## config.mk

```make
export PLATFORM = sky130hd
export DESIGN_NAME = scbs_top
export DESIGN_NICKNAME = d
export VERILOG_FILES = /design/src/hw/scbs_pkg.sv /design/src/hw/scbs_addr_map.sv /design/src/hw/scbs_top.sv
export SDC_FILE = /design/constraint.sdc
export NUM_CORES = 1
export LEC_CHECK = 0
export ABC_AREA = 0
export ABC_CLOCK_PERIOD_IN_PS = 4600
export BUFFER_PORTS_ARGS = -buffer_cell sky130_fd_sc_hd__buf_2
export CAP_MARGIN = 15
export CELL_PAD_IN_SITES_DETAIL_PLACEMENT = 1
export CELL_PAD_IN_SITES_GLOBAL_PLACEMENT = 2
export CORE_MARGIN = 2
export CORE_UTILIZATION = 43
export DETAILED_ROUTE_END_ITERATION = 12
export PLACE_DENSITY_LB_ADDON = 0.1
export SYNTH_ARGS = -nofsm -noshare
export SYNTH_HDL_FRONTEND = slang
export SYNTH_SLANG_ARGS = --single-unit
export TNS_END_PERCENT = 5
```

## constraint.sdc

```tcl
create_clock -name clock_i -period 4.6 [get_ports clock_i]
set_clock_uncertainty 0.15 [all_clocks]
set_input_delay 0.46 -clock clock_i [delete_from_list [all_inputs] [get_ports clock_i]]
set_output_delay 0.46 -clock clock_i [all_outputs]
set_load 0.02 [all_outputs]
```

## src/hw/scbs_pkg.sv

```systemverilog
// Purpose: Constants for the serial control bus target
// Assumes: 20 MHz system clock
// Notes: Register map, address table and field positions
package scbs_pkg;
   localparam logic [7:0] SCBS_REG_ADDR_CFG = 8'h00;
   localparam logic [7:0] SCBS_REG_RESET_CTL = 8'h01;
   localparam int SCBS_OVERRIDE_BIT = 0;
   localparam int SCBS_AUTO_PD_BIT = 7;
   localparam int SCBS_FULL_RST_BIT = 1;
   localparam int SCBS_KEEP_RST_BIT = 0;
   localparam logic [7:0] SCBS_RESET_CTL_MASK = 8'h80;
   localparam logic [7:0] SCBS_RESET_CTL_DEFAULT = 8'h00;
   localparam int SCBS_BAND_W = 4;
   localparam int SCBS_BANDS = 10;
   localparam logic [6:0] SCBS_ADDR_LOW = 7'h0C;
   localparam logic [6:0] SCBS_ADDR_BASE = 7'h13;
   localparam logic [3:0] SCBS_BAND_ONE = 4'h1;
   localparam logic [3:0] SCBS_BAND_LAST = 4'h9;
   localparam logic [2:0] SCBS_BIT_LAST = 3'h7;
   typedef enum logic [2:0] {
      SCBS_IDLE = 3'b000,
      SCBS_ADDR = 3'b001,
      SCBS_ACK = 3'b010,
      SCBS_WDATA = 3'b011,
      SCBS_RDATA = 3'b100,
      SCBS_RACK = 3'b101
   } scbs_state_t;
endpackage

```

## src/hw/scbs_addr_map.sv

```systemverilog
// Purpose: Map the address-select band to a 7-bit target address
// Assumes: Band code from an outside comparator, 0 = lowest ratio
// Notes: Out-of-range codes take the top address
`timescale 1ns/1ns
module scbs_addr_map
   import scbs_pkg::*;
(
   input wire logic [SCBS_BAND_W-1:0] band_i,
   output logic [6:0] addr_o
);
   always_comb begin
      if (band_i == '0) begin
         addr_o = SCBS_ADDR_LOW;
      end else if (band_i > SCBS_BAND_LAST) begin
         addr_o = SCBS_ADDR_BASE + 7'(SCBS_BAND_LAST - SCBS_BAND_ONE);
      end else begin
         addr_o = SCBS_ADDR_BASE + 7'(band_i - SCBS_BAND_ONE);
      end
   end
endmodule

```

## src/hw/scbs_top.sv

```systemverilog
// Purpose: Serial control bus target with address and reset registers
// Assumes: SCL and SDA sampled by the 20 MHz clock; band code is static
// Notes: Open-drain SDA as in/out/enable; SCL is never stretched
`timescale 1ns/1ns
//////////////////////////////////////////////////////////////////////////////
// What this block does
// - Select pin ratio picks one of ten addresses
// - Addresses 0x0C, then 0x13 to 0x1B
// - SDA falls while SCL high opens transfer
// - SDA rises while SCL high ends transfer
// - Track start, repeated start and stop
// - Matching address is acknowledged with SDA low
// - Other address leaves SDA released
// - Each written data byte is acknowledged
// - Only pull low or release the lines
// - Address bits 7:1 writable only with override
// - Override bit picks register or pin address
// - Bit 7 enables power down without link
// - Bit 1 resets logic and registers, self-clears
// - Bit 0 resets logic only, self-clears
module scbs_top
   import scbs_pkg::*;
(
   input wire logic clock_i,
   input wire logic reset_i,
   input wire logic scl_i,
   input wire logic sda_i,
   output logic sda_o,
   output logic sda_oe_o,
   input wire logic [SCBS_BAND_W-1:0] address_select_pin_i,
   input wire logic link_detect_i,
   output logic power_down_o,
   output logic [6:0] target_addr_o
);
   //////////////////////////////////////////////////////////////////////////
   // Input synchronisers
   logic [1:0] scl_sync;
   logic [1:0] sda_sync;
   logic scl_q;
   logic sda_q;
   logic [SCBS_BAND_W-1:0] band_meta;
   logic [SCBS_BAND_W-1:0] band_sync;
   logic link_meta;
   logic link_sync;
   always_ff @(posedge clock_i or posedge reset_i) begin
      if (reset_i) begin
         scl_sync <= 2'h3;
         sda_sync <= 2'h3;
         scl_q <= 1'b1;
         sda_q <= 1'b1;
         band_meta <= '0;
         band_sync <= '0;
         link_meta <= 1'b0;
         link_sync <= 1'b0;
      end else begin
         scl_sync <= {scl_sync[0], scl_i};
         sda_sync <= {sda_sync[0], sda_i};
         scl_q <= scl_sync[1];
         sda_q <= sda_sync[1];
         band_meta <= address_select_pin_i;
         band_sync <= band_meta;
         link_meta <= link_detect_i;
         link_sync <= link_meta;
      end
   end
   wire logic scl_s = scl_sync[1];
   wire logic sda_s = sda_sync[1];
   wire logic scl_rise = scl_s & ~scl_q;
   wire logic scl_fall = ~scl_s & scl_q;
   wire logic start_det = scl_s & scl_q & sda_q & ~sda_s;
   wire logic stop_det = scl_s & scl_q & ~sda_q & sda_s;

   //////////////////////////////////////////////////////////////////////////
   // Address selection
   logic [6:0] pin_addr;
   scbs_addr_map u_map (
      .band_i(band_sync),
      .addr_o(pin_addr)
   );

   //////////////////////////////////////////////////////////////////////////
   // Registers and self-clearing resets
   logic [7:0] addr_cfg;
   logic [7:0] reset_ctl;
   logic soft_full;
   logic soft_keep;
   logic full_pend;
   logic keep_pend;
   logic wr_en;
   logic [7:0] wr_ofs;
   logic [7:0] shift;
   logic pin_loaded;
   wire logic logic_rst = soft_full | soft_keep;
   wire logic [6:0] own_addr = addr_cfg[SCBS_OVERRIDE_BIT] ? addr_cfg[7:1] : pin_addr;
   always_ff @(posedge clock_i or posedge reset_i) begin
      if (reset_i) begin
         addr_cfg <= '0;
         reset_ctl <= SCBS_RESET_CTL_DEFAULT;
         pin_loaded <= 1'b0;
      end else if (soft_full) begin
         addr_cfg <= '0;
         reset_ctl <= SCBS_RESET_CTL_DEFAULT;
         pin_loaded <= 1'b0;
      end else begin
         if (!addr_cfg[SCBS_OVERRIDE_BIT]) begin
            addr_cfg[7:1] <= pin_addr;
            pin_loaded <= 1'b1;
         end
         if (wr_en && wr_ofs == SCBS_REG_ADDR_CFG) begin
            addr_cfg[SCBS_OVERRIDE_BIT] <= shift[SCBS_OVERRIDE_BIT];
            if (addr_cfg[SCBS_OVERRIDE_BIT]) begin
               addr_cfg[7:1] <= shift[7:1];
            end
         end
         if (wr_en && wr_ofs == SCBS_REG_RESET_CTL) begin
            reset_ctl <= shift & SCBS_RESET_CTL_MASK;
         end
      end
   end
   // Resets wait for the end of the ACK bit so the host still sees its ACK
   always_ff @(posedge clock_i or posedge reset_i) begin
      if (reset_i) begin
         full_pend <= 1'b0;
         keep_pend <= 1'b0;
         soft_full <= 1'b0;
         soft_keep <= 1'b0;
      end else begin
         if (wr_en && wr_ofs == SCBS_REG_RESET_CTL) begin
            full_pend <= shift[SCBS_FULL_RST_BIT];
            keep_pend <= shift[SCBS_KEEP_RST_BIT];
         end else if (scl_fall || stop_det) begin
            full_pend <= 1'b0;
            keep_pend <= 1'b0;
         end
         soft_full <= full_pend && (scl_fall || stop_det);
         soft_keep <= keep_pend && (scl_fall || stop_det);
      end
   end

   //////////////////////////////////////////////////////////////////////////
   // Bus protocol engine
   scbs_state_t state;
   logic [2:0] bit_cnt;
   logic byte_full;
   logic rw_read;
   logic ofs_phase;
   logic [7:0] ofs;
   logic sda_pull;
   wire logic [7:0] rd_data = (ofs == SCBS_REG_ADDR_CFG) ? addr_cfg :
                              (ofs == SCBS_REG_RESET_CTL) ? reset_ctl : '0;
   always_ff @(posedge clock_i or posedge reset_i) begin
      if (reset_i) begin
         state <= SCBS_IDLE;
         bit_cnt <= '0;
         byte_full <= 1'b0;
         shift <= '0;
         rw_read <= 1'b0;
         ofs_phase <= 1'b0;
         ofs <= '0;
         wr_en <= 1'b0;
         wr_ofs <= '0;
         sda_pull <= 1'b0;
      end else if (logic_rst) begin
         state <= SCBS_IDLE;
         bit_cnt <= '0;
         wr_en <= 1'b0;
         sda_pull <= 1'b0;
      end else begin
         wr_en <= 1'b0;
         if (stop_det) begin
            state <= SCBS_IDLE;
            sda_pull <= 1'b0;
         end else if (start_det) begin
            state <= SCBS_ADDR;
            bit_cnt <= '0;
            byte_full <= 1'b0;
            sda_pull <= 1'b0;
         end else begin
            case (state)
               SCBS_IDLE: begin
                  sda_pull <= 1'b0;
               end
               SCBS_ADDR: begin
                  if (scl_rise) begin
                     shift <= {shift[6:0], sda_s};
                     bit_cnt <= bit_cnt + 3'h1;
                     byte_full <= (bit_cnt == SCBS_BIT_LAST);
                  end
                  // The SCL fall that ends START must not count as a byte
                  if (scl_fall && byte_full) begin
                     byte_full <= 1'b0;
                     if (shift[7:1] == own_addr) begin
                        rw_read <= shift[0];
                        ofs_phase <= ~shift[0];
                        sda_pull <= 1'b1;
                        state <= SCBS_ACK;
                     end else begin
                        state <= SCBS_IDLE;
                     end
                  end
               end
               SCBS_ACK: begin
                  if (scl_fall) begin
                     sda_pull <= rw_read ? ~rd_data[7] : 1'b0;
                     shift <= rd_data;
                     bit_cnt <= '0;
                     state <= rw_read ? SCBS_RDATA : SCBS_WDATA;
                  end
               end
               SCBS_WDATA: begin
                  if (scl_rise) begin
                     shift <= {shift[6:0], sda_s};
                     bit_cnt <= bit_cnt + 3'h1;
                  end
                  if (scl_fall && bit_cnt == '0) begin
                     sda_pull <= 1'b1;
                     state <= SCBS_ACK;
                     if (ofs_phase) begin
                        ofs <= shift;
                        ofs_phase <= 1'b0;
                     end else begin
                        wr_en <= 1'b1;
                        wr_ofs <= ofs;
                        ofs <= ofs + 8'h01;
                     end
                  end
               end
               SCBS_RDATA: begin
                  if (scl_fall) begin
                     if (bit_cnt == SCBS_BIT_LAST) begin
                        sda_pull <= 1'b0;
                        ofs <= ofs + 8'h01;
                        state <= SCBS_RACK;
                     end else begin
                        sda_pull <= ~shift[6];
                        shift <= {shift[6:0], 1'b0};
                        bit_cnt <= bit_cnt + 3'h1;
                     end
                  end
               end
               SCBS_RACK: begin
                  if (scl_rise) begin
                     state <= sda_s ? SCBS_IDLE : SCBS_ACK;
                  end
               end
               default: begin
                  state <= SCBS_IDLE;
               end
            endcase
         end
      end
   end

   //////////////////////////////////////////////////////////////////////////
   // Outputs
   always_ff @(posedge clock_i or posedge reset_i) begin
      if (reset_i) begin
         sda_o <= 1'b0;
         sda_oe_o <= 1'b0;
         power_down_o <= 1'b0;
         target_addr_o <= '0;
      end else begin
         sda_o <= 1'b0;
         sda_oe_o <= sda_pull;
         power_down_o <= reset_ctl[SCBS_AUTO_PD_BIT] & ~link_sync;
         target_addr_o <= pin_loaded ? own_addr : pin_addr;
      end
   end
endmodule
```

==> results of run 1 <==
-- power by group through the flow --
stage          clock network (µW)  logic [µW]  registers (µW)
6_report                      528         382             830
5_1_grt                       564         428             841
4_1_cts                       546         387             830
3_5_place_dp                    0         385             842
3_3_place_gp                    0         377             838
2_1_floorplan                   0         340             776
-- layout by cell type, fill, tap and decap left out, types with 3 or more instances in the layout --
cell	instances
and3_1	6
mux2i_1	12
xnor2_1	4
clkbuf_8	10
nor2_1	40
nor2b_1	8
nand2b_1	7
a31oi_1	7
o21ai_0	17
a221oi_1	3
dfrtp_1	68
mux2_2	9
inv_1	16
clkinv_2	3
buf_2	17
nor3_1	8
xor2_1	3
or3_1	4
a211oi_1	7
o21bai_1	3
nor3b_1	4
nand2_1	36
a22oi_1	4
a21oi_1	29
nand3_1	11
o22ai_1	4
o22a_1	5
nor4_1	5
o31ai_1	3
o21a_1	4
o21ai_1	3
nand3b_1	5
dfstp_2	6
ha_1	9
-- cell families after synthesis --
kind of cell / share of synthesized area
DFF: 0.455
muxes: 0.0616
AOI/OAI and AO/OA: 0.188
and+or+nand+nor: 0.197
other: 0.000919
buffers and inverters: 0.0549
xor gates and xnor gates: 0.0150
adders and majority gates: 0.0276
-- through the flow --
stage | std cells | utilization
CTS | 559 | 0.475
global placement | 543 | 0.453
finish | 559 | 0.475
floorplan | 419 | -
detailed placement | 543 | 0.453
global route | 559 | 0.475
-- critical path, delay by kind of cell, from the launching register on --
kind,cells,cell delay (ns)
adders and majority gates,1,0.34
and+or+nand+nor,3,0.99
DFF,1,0.54
buffers and inverters,1,0.12
AOI/OAI and AO/OA,3,0.60
muxes,1,0.30
-- flip-flops by register name (all words and copies together), names as in the netlist, 2 cells and up --
name / flops
target_addr_o: 7
band_sync: 4
band_meta: 4
state: 3
bit_cnt: 3
sda_sync: 2
ofs: 8
addr_cfg: 8
shift: 8
scl_sync: 2
wr_ofs: 8
-- per-layer routing --
metal / share of wire / GRT usage / up-vias
met5: 0 / 0 / -
met4: 0.018 / 0.0738 / 0
met3: 0.022 / 0.0421 / 16
met2: 0.46 / 0.335 / 40
met1: 0.50 / 0.304 / 1611
li1: - / - / 1516
-- area by class of cell --
cell class	instances	area, µm²	area share
inverters	18	68.8	0.0157
repair buffers	19	100	0.0228
multi-input cells	303	2000	0.455
flip-flops and latches	74	1860	0.423
clock buffers	10	138	0.0313
clock inverters	6	65.1	0.0148
well taps	129	161	0.0368
-- worst max path at each step --
stage                           to                    from  cells after the start  slack [ns]
3_3_place_gp   rw_read$_DFFE_PP0P_  band_sync[0]$_DFF_PP0_                      9        1.58
4_1_cts        rw_read$_DFFE_PP0P_  band_sync[0]$_DFF_PP0_                      9        1.44
3_5_place_dp   rw_read$_DFFE_PP0P_  band_sync[0]$_DFF_PP0_                      9        1.46
5_1_grt        rw_read$_DFFE_PP0P_  band_sync[0]$_DFF_PP0_                      9        1.26
2_1_floorplan  rw_read$_DFFE_PP0P_  band_sync[0]$_DFF_PP0_                     11        1.79
6_report       rw_read$_DFFE_PP0P_  band_sync[0]$_DFF_PP0_                      9        1.44
==> results.json, run 1 <==
{
  "status": "finished with violations",
  "failed_checks": "hold timing",
  "cts.reportedPaths.clkPinSlew_ns": 0.09,
  "min_path_type": "in -> async",
  "worstPathMaxFanout": 11,
  "cts_tree": "yes",
  "antenna_cells": 0,
  "die-area_mm2": 0.0103,
  "synth_top_area_cell": "dfrtp_1",
  "cts_buffers": 9,
  "first_pass_iters": 4,
  "swShare": 0.350,
  "post_cts_buffers": 0,
  "relSlewSlack": 0.560,
  "drv_cap": 0,
  "synth_top_area_share": 0.417,
  "hold_slack_ns": -0.00684,
  "slew_violations": 0,
  "cts_resized": 0,
  "fin_area_mm2": 0.00439,
  "num-fill-cells": 1064,
  "place_ws_ns": 1.46,
  "io_pins": 19,
  "grt_pass1_wl_um": 16900,
  "hpwl_um": 7350,
  "worstPathRequired_ns": 4.70,
  "postRouteAntennaNets": 0,
  "hold_viol_final": 11,
  "gp_congestion": 0.816,
  "syn_area_mm2": 0.00408,
  "layout_setup_ws_ns": 1.44,
  "finalSetupTns_ns": 0,
  "synth.area.top_cells": "dfrtp_1 42%, dfstp_2 3.9%, nor2_1 3.7%",
  "grt_overflow": 0,
  "tightest_slew_ns": 0.660,
  "vdd_drop_max_v": 0.000233,
  "worstPathCellList": "inv_1, ha_1, or2_4, a2111oi_4, o21a_1, o22ai_2, nor4_4, and4bb_1, mux2_4",
  "place_area_mm2": 0.00419,
  "wl_per_cell_um": 18.4,
  "synth.distinct_cells": 71,
  "drive_gt1_frac": 0.163,
  "clkPwrFrac": 0.303,
  "fmax_ghz": 0.317,
  "r2r_slack_ns": 1.44,
  "drc_errors": 0,
  "comb_power_share": 0.220,
  "seqPwrFrac": 0.477,
  "routed_via_density": 5.69,
  "wl_um": 10300,
  "fin_crit_sh": 0.686,
  "yosysMostFrequentCell": "dfrtp_1",
  "start_util": 0.442,
  "finalSetupViolCount": 0,
  "ys_async_sr_fraction": 1.00,
  "clkSinkCount": 74,
  "yosysSeqAreaShare": 0.455,
  "ff2ff_path_depth": 9,
  "r2r_end": "rw_read$_DFFE_PP0P_",
  "antenna_found_initial": 0,
  "root_buffer": "clkbuf_8",
  "grt_max_degree": 40,
  "die_x_um": 101,
  "power.leakage_uw": 0.00192,
  "clock_latency_ns": 0.36,
  "crit_path_end_kind": "flop",
  "portBuffers": 17,
  "ys_top_cells_by_count": "68 x dfrtp_1, 40 x nor2_1, 36 x nand2_1",
  "drt-initial-drc-count": 82,
  "p_int_uw": 1130,
  "yosysWarnings": 0,
  "ys_seq_elements": 74,
  "synth.avg_cell_area_um2": 9.74,
  "finalCriticalPeriod_ns": 3.16,
  "switchingPower_uw": 609,
  "num-nets-final": 443,
  "timing.rr.start": "band_sync[0]$_DFF_PP0_",
  "synth_cells": 419,
  "grt_pass1_vias": 3234,
  "synth_nets": 437,
  "die_y_um": 101,
  "rsz0062_at_grt": "no",
  "vias": 3183,
  "worst_setup_path_start_kind": "flop",
  "num_rows": 35,
  "htree_levels": 3,
  "crit_slowest_cell": "dfrtp_1",
  "criticalPathCategory": "reg -> reg",
  "synthToLayoutAreaGrowth_pct": 7.57,
  "grt_usage": 0.216,
  "p_per_area_mw_per_mm2": 396,
  "synth_edf_count": 0,
  "power_uw": 1740,
  "clock_path_buffers": 2,
  "cp_slowest_stage_delay_ns": 0.54,
  "cts_hold_buf": 0,
  "core_mm2": 0.00924,
  "ys.flop_type": "dfrtp_1",
  "critPathArrivalTime_ns": 3.25
}
Note: power is estimated with default switching activity, not from simulation.
==> inputs of run 2 (changes only) <==
--- a/config.mk
+++ b/config.mk
@@ -6,13 +6,13 @@
 export NUM_CORES = 1
 export LEC_CHECK = 0
 export ABC_AREA = 0
-export ABC_CLOCK_PERIOD_IN_PS = 4600
+export ABC_CLOCK_PERIOD_IN_PS = 2600
 export BUFFER_PORTS_ARGS = -buffer_cell sky130_fd_sc_hd__buf_2
 export CAP_MARGIN = 15
 export CELL_PAD_IN_SITES_DETAIL_PLACEMENT = 1
 export CELL_PAD_IN_SITES_GLOBAL_PLACEMENT = 2
 export CORE_MARGIN = 2
-export CORE_UTILIZATION = 43
+export CORE_UTILIZATION = 36
 export DETAILED_ROUTE_END_ITERATION = 12
 export PLACE_DENSITY_LB_ADDON = 0.1
 export SYNTH_ARGS = -nofsm -noshare
==> constraint.sdc (replaced) <==
create_clock -name clock_i -period 2.6 [get_ports clock_i]
set_clock_uncertainty 0.15 [all_clocks]
set_input_delay 0.26 -clock clock_i [delete_from_list [all_inputs] [get_ports clock_i]]
set_output_delay 0.26 -clock clock_i [all_outputs]
set_load 0.02 [all_outputs]
==> run 2 against run 1 <==
The run ends with setup timing left; worst setup slack worse by 1.5 ns; sequential power up 70%; worst hold slack better by 0.21 ns; count of clock-buffer cells in the layout up 1; clock power rose to 2.6 times the previous value; critical endpoint unchanged.
==> results.json, run 2 (synthesis gave the netlist of run 1 again) <==
{
  "status": "finished with violations",
  "failed_checks": "setup timing",
  "num_rows": 38,
  "p_per_area_mw_per_mm2": 727,
  "final_cell_mix": "67 x dfrtp_1, 46 x buf_4, 40 x nor2_1",
  "portBuffers": 17,
  "cp_num_cells": 11,
  "fmax_ghz": 0.372,
  "swShare": 0.312,
  "htree_levels": 3,
  "routed_via_density": 5.44,
  "cts_tree": "yes",
  "worstPathMaxFanout": 3,
  "post-route-util": 0.460,
  "finalCriticalPeriod_ns": 2.69,
  "start_util": 0.373,
  "synthToLayoutAreaGrowth_pct": 23.2,
  "crit_buf_inv": 3,
  "p_int_uw": 2510,
  "layout_setup_ws_ns": -0.0894,
  "min_path_type": "reg -> reg",
  "cts.reportedPaths.clkPinSlew_ns": 0.06,
  "worstPathCellList": "inv_4, ha_4, nor3b_4, buf_4, buf_4, o22a_1, o211ai_1, o2111ai_2, nor4_4, and4bb_1, mux2_4",
  "worst_setup_path_start_kind": "flop",
  "drv_cap": 0,
  "min_path_cells": 0,
  "antenna_cells": 0,
  "drt-initial-drc-count": 134,
  "clkSinkCount": 74,
  "wl_um": 11200,
  "critPathMostFrequentCell": "buf_4",
  "comb_power_share": 0.243,
  "clock_path_buffers": 2,
  "power.leakage_uw": 0.00225,
  "critical_path.top_delay_family": "simple AND/OR/NAND/NOR gates",
  "core_mm2": 0.0109,
  "clock_latency_ns": 0.34,
  "grt_usage": 0.190,
  "crit_path_end_kind": "flop",
  "die-area_mm2": 0.0122,
  "wl_per_cell_um": 17.9,
  "antenna_found_initial": 0,
  "relSlewSlack": 0.645,
  "hpwl_um": 8130,
  "worstPathRequired_ns": 2.68,
  "num-fill-cells": 1248,
  "criticalPathCategory": "reg -> reg",
  "gp_congestion": 0.786,
  "clkPwrFrac": 0.371,
  "grt_max_degree": 57,
  "ff2ff_path_depth": 11,
  "hold_viol_final": 0,
  "die_x_um": 110,
  "vdd_drop_max_v": 0.000352,
  "grt_overflow": 0,
  "root_buffer": "clkbuf_16",
  "cp_slowest_stage_delay_ns": 0.42,
  "drive_gt1_frac": 0.255,
  "num-nets-final": 496,
  "postRouteAntennaNets": 0,
  "finalSetupViolCount": 2,
  "final_common_cell": "dfrtp_1",
  "cts_buffers": 9,
  "crit_slowest_cell": "dfrtp_2",
  "instances_no_fill": 623,
  "critPathArrivalTime_ns": 2.77,
  "tightest_slew_ns": 0.530,
  "grt_pass1_wl_um": 18400,
  "seqPwrFrac": 0.386,
  "vias": 3391,
  "io_pins": 19,
  "drc_errors": 0,
  "dp_cells": 596,
  "switchingPower_uw": 1140,
  "grt_pass1_vias": 3500,
  "slew_violations": 0,
  "rsz0062_at_grt": "yes",
  "first_pass_iters": 4,
  "fin_crit_sh": 1.03,
  "die_y_um": 110
}
run 2: what timing repair did:
action,CTS,global route
endpoints found under the setup margin,3,4
gates cloned,0,0
hold endpoints to repair,25,0
pin swaps,0,3
setup buffers,1,2
hold buffers,8,0
gates resized for setup,1,5
run 2: worst paths after layout:
kind | endpoint | slack, ns | start
min in group asynchronous | wr_ofs[5]$_DFFE_PP0P_ | 0.26 | reset_i
worst max-delay path | rw_read$_DFFE_PP0P_ | -0.09 | band_sync[0]$_DFF_PP0_
max in group asynchronous | band_sync[0]$_DFF_PP0_ | 1.43 | reset_i
worst max register to register | rw_read$_DFFE_PP0P_ | -0.09 | band_sync[0]$_DFF_PP0_
worst min register to register | band_sync[1]$_DFF_PP0_ | 0.20 | band_meta[1]$_DFF_PP0_
worst min-delay path | band_sync[1]$_DFF_PP0_ | 0.20 | band_meta[1]$_DFF_PP0_
run 2: power by group through the flow:
stage / logic, µW / registers [µW] / clock network (µW)
after floorplan: 622 / 1370 / 0
after global placement: 853 / 1420 / 0
after detailed placement: 863 / 1430 / 0
after CTS: 880 / 1410 / 1390
after global routing: 989 / 1430 / 1450
final: 890 / 1410 / 1360
run 2: worst register-to-register path: stages, from the launching register on:
cell	delay [ns]
dfrtp_2	0.42
inv_4	0.06
ha_4	0.15
nor3b_4	0.15
buf_4	0.16
buf_4	0.13
o22a_1	0.22
o211ai_1	0.22
o2111ai_2	0.16
nor4_4	0.22
and4bb_1	0.25
mux2_4	0.29
run 2: layout make-up:
cell class              count  area [µm²]  share of cell area
well taps                 140         175              0.0348
clock buffers              11         243              0.0483
inverters                  18        71.3              0.0142
flip-flops and latches     74        1860               0.370
repair buffers             72         531               0.105
clock inverters             5        77.6              0.0154
multi-input cells         303        2070               0.412
run 2: per-stage QoR:
| stage | total power (µW) | cell area, µm² | TNS, ns | hold slack, ns | setup WS (ns) |
|---|---|---|---|---|---|
| after floorplan | 2000 | 4130 | -0.102 | 0.114 | -0.102 |
| after global placement | 2280 | 4580 | -0.0471 | 0.0793 | -0.0471 |
| after detailed placement | 2290 | 4580 | -0.175 | 0.0819 | -0.114 |
| after CTS | 3680 | 4980 | -0.137 | 0.201 | -0.103 |
| after global routing | 3870 | 5030 | -0.332 | 0.207 | -0.162 |
| final | 3660 | 5030 | -0.107 | 0.200 | -0.0894 |
run 2: per-layer routing:
metal | track usage | up-vias | routed length (µm)
li1 | - | 1617 | -
met1 | 0.266 | 1728 | 5600
met2 | 0.300 | 33 | 5170
met3 | 0.0362 | 13 | 255
met4 | 0.0575 | 0 | 146
met5 | 0 | - | 0
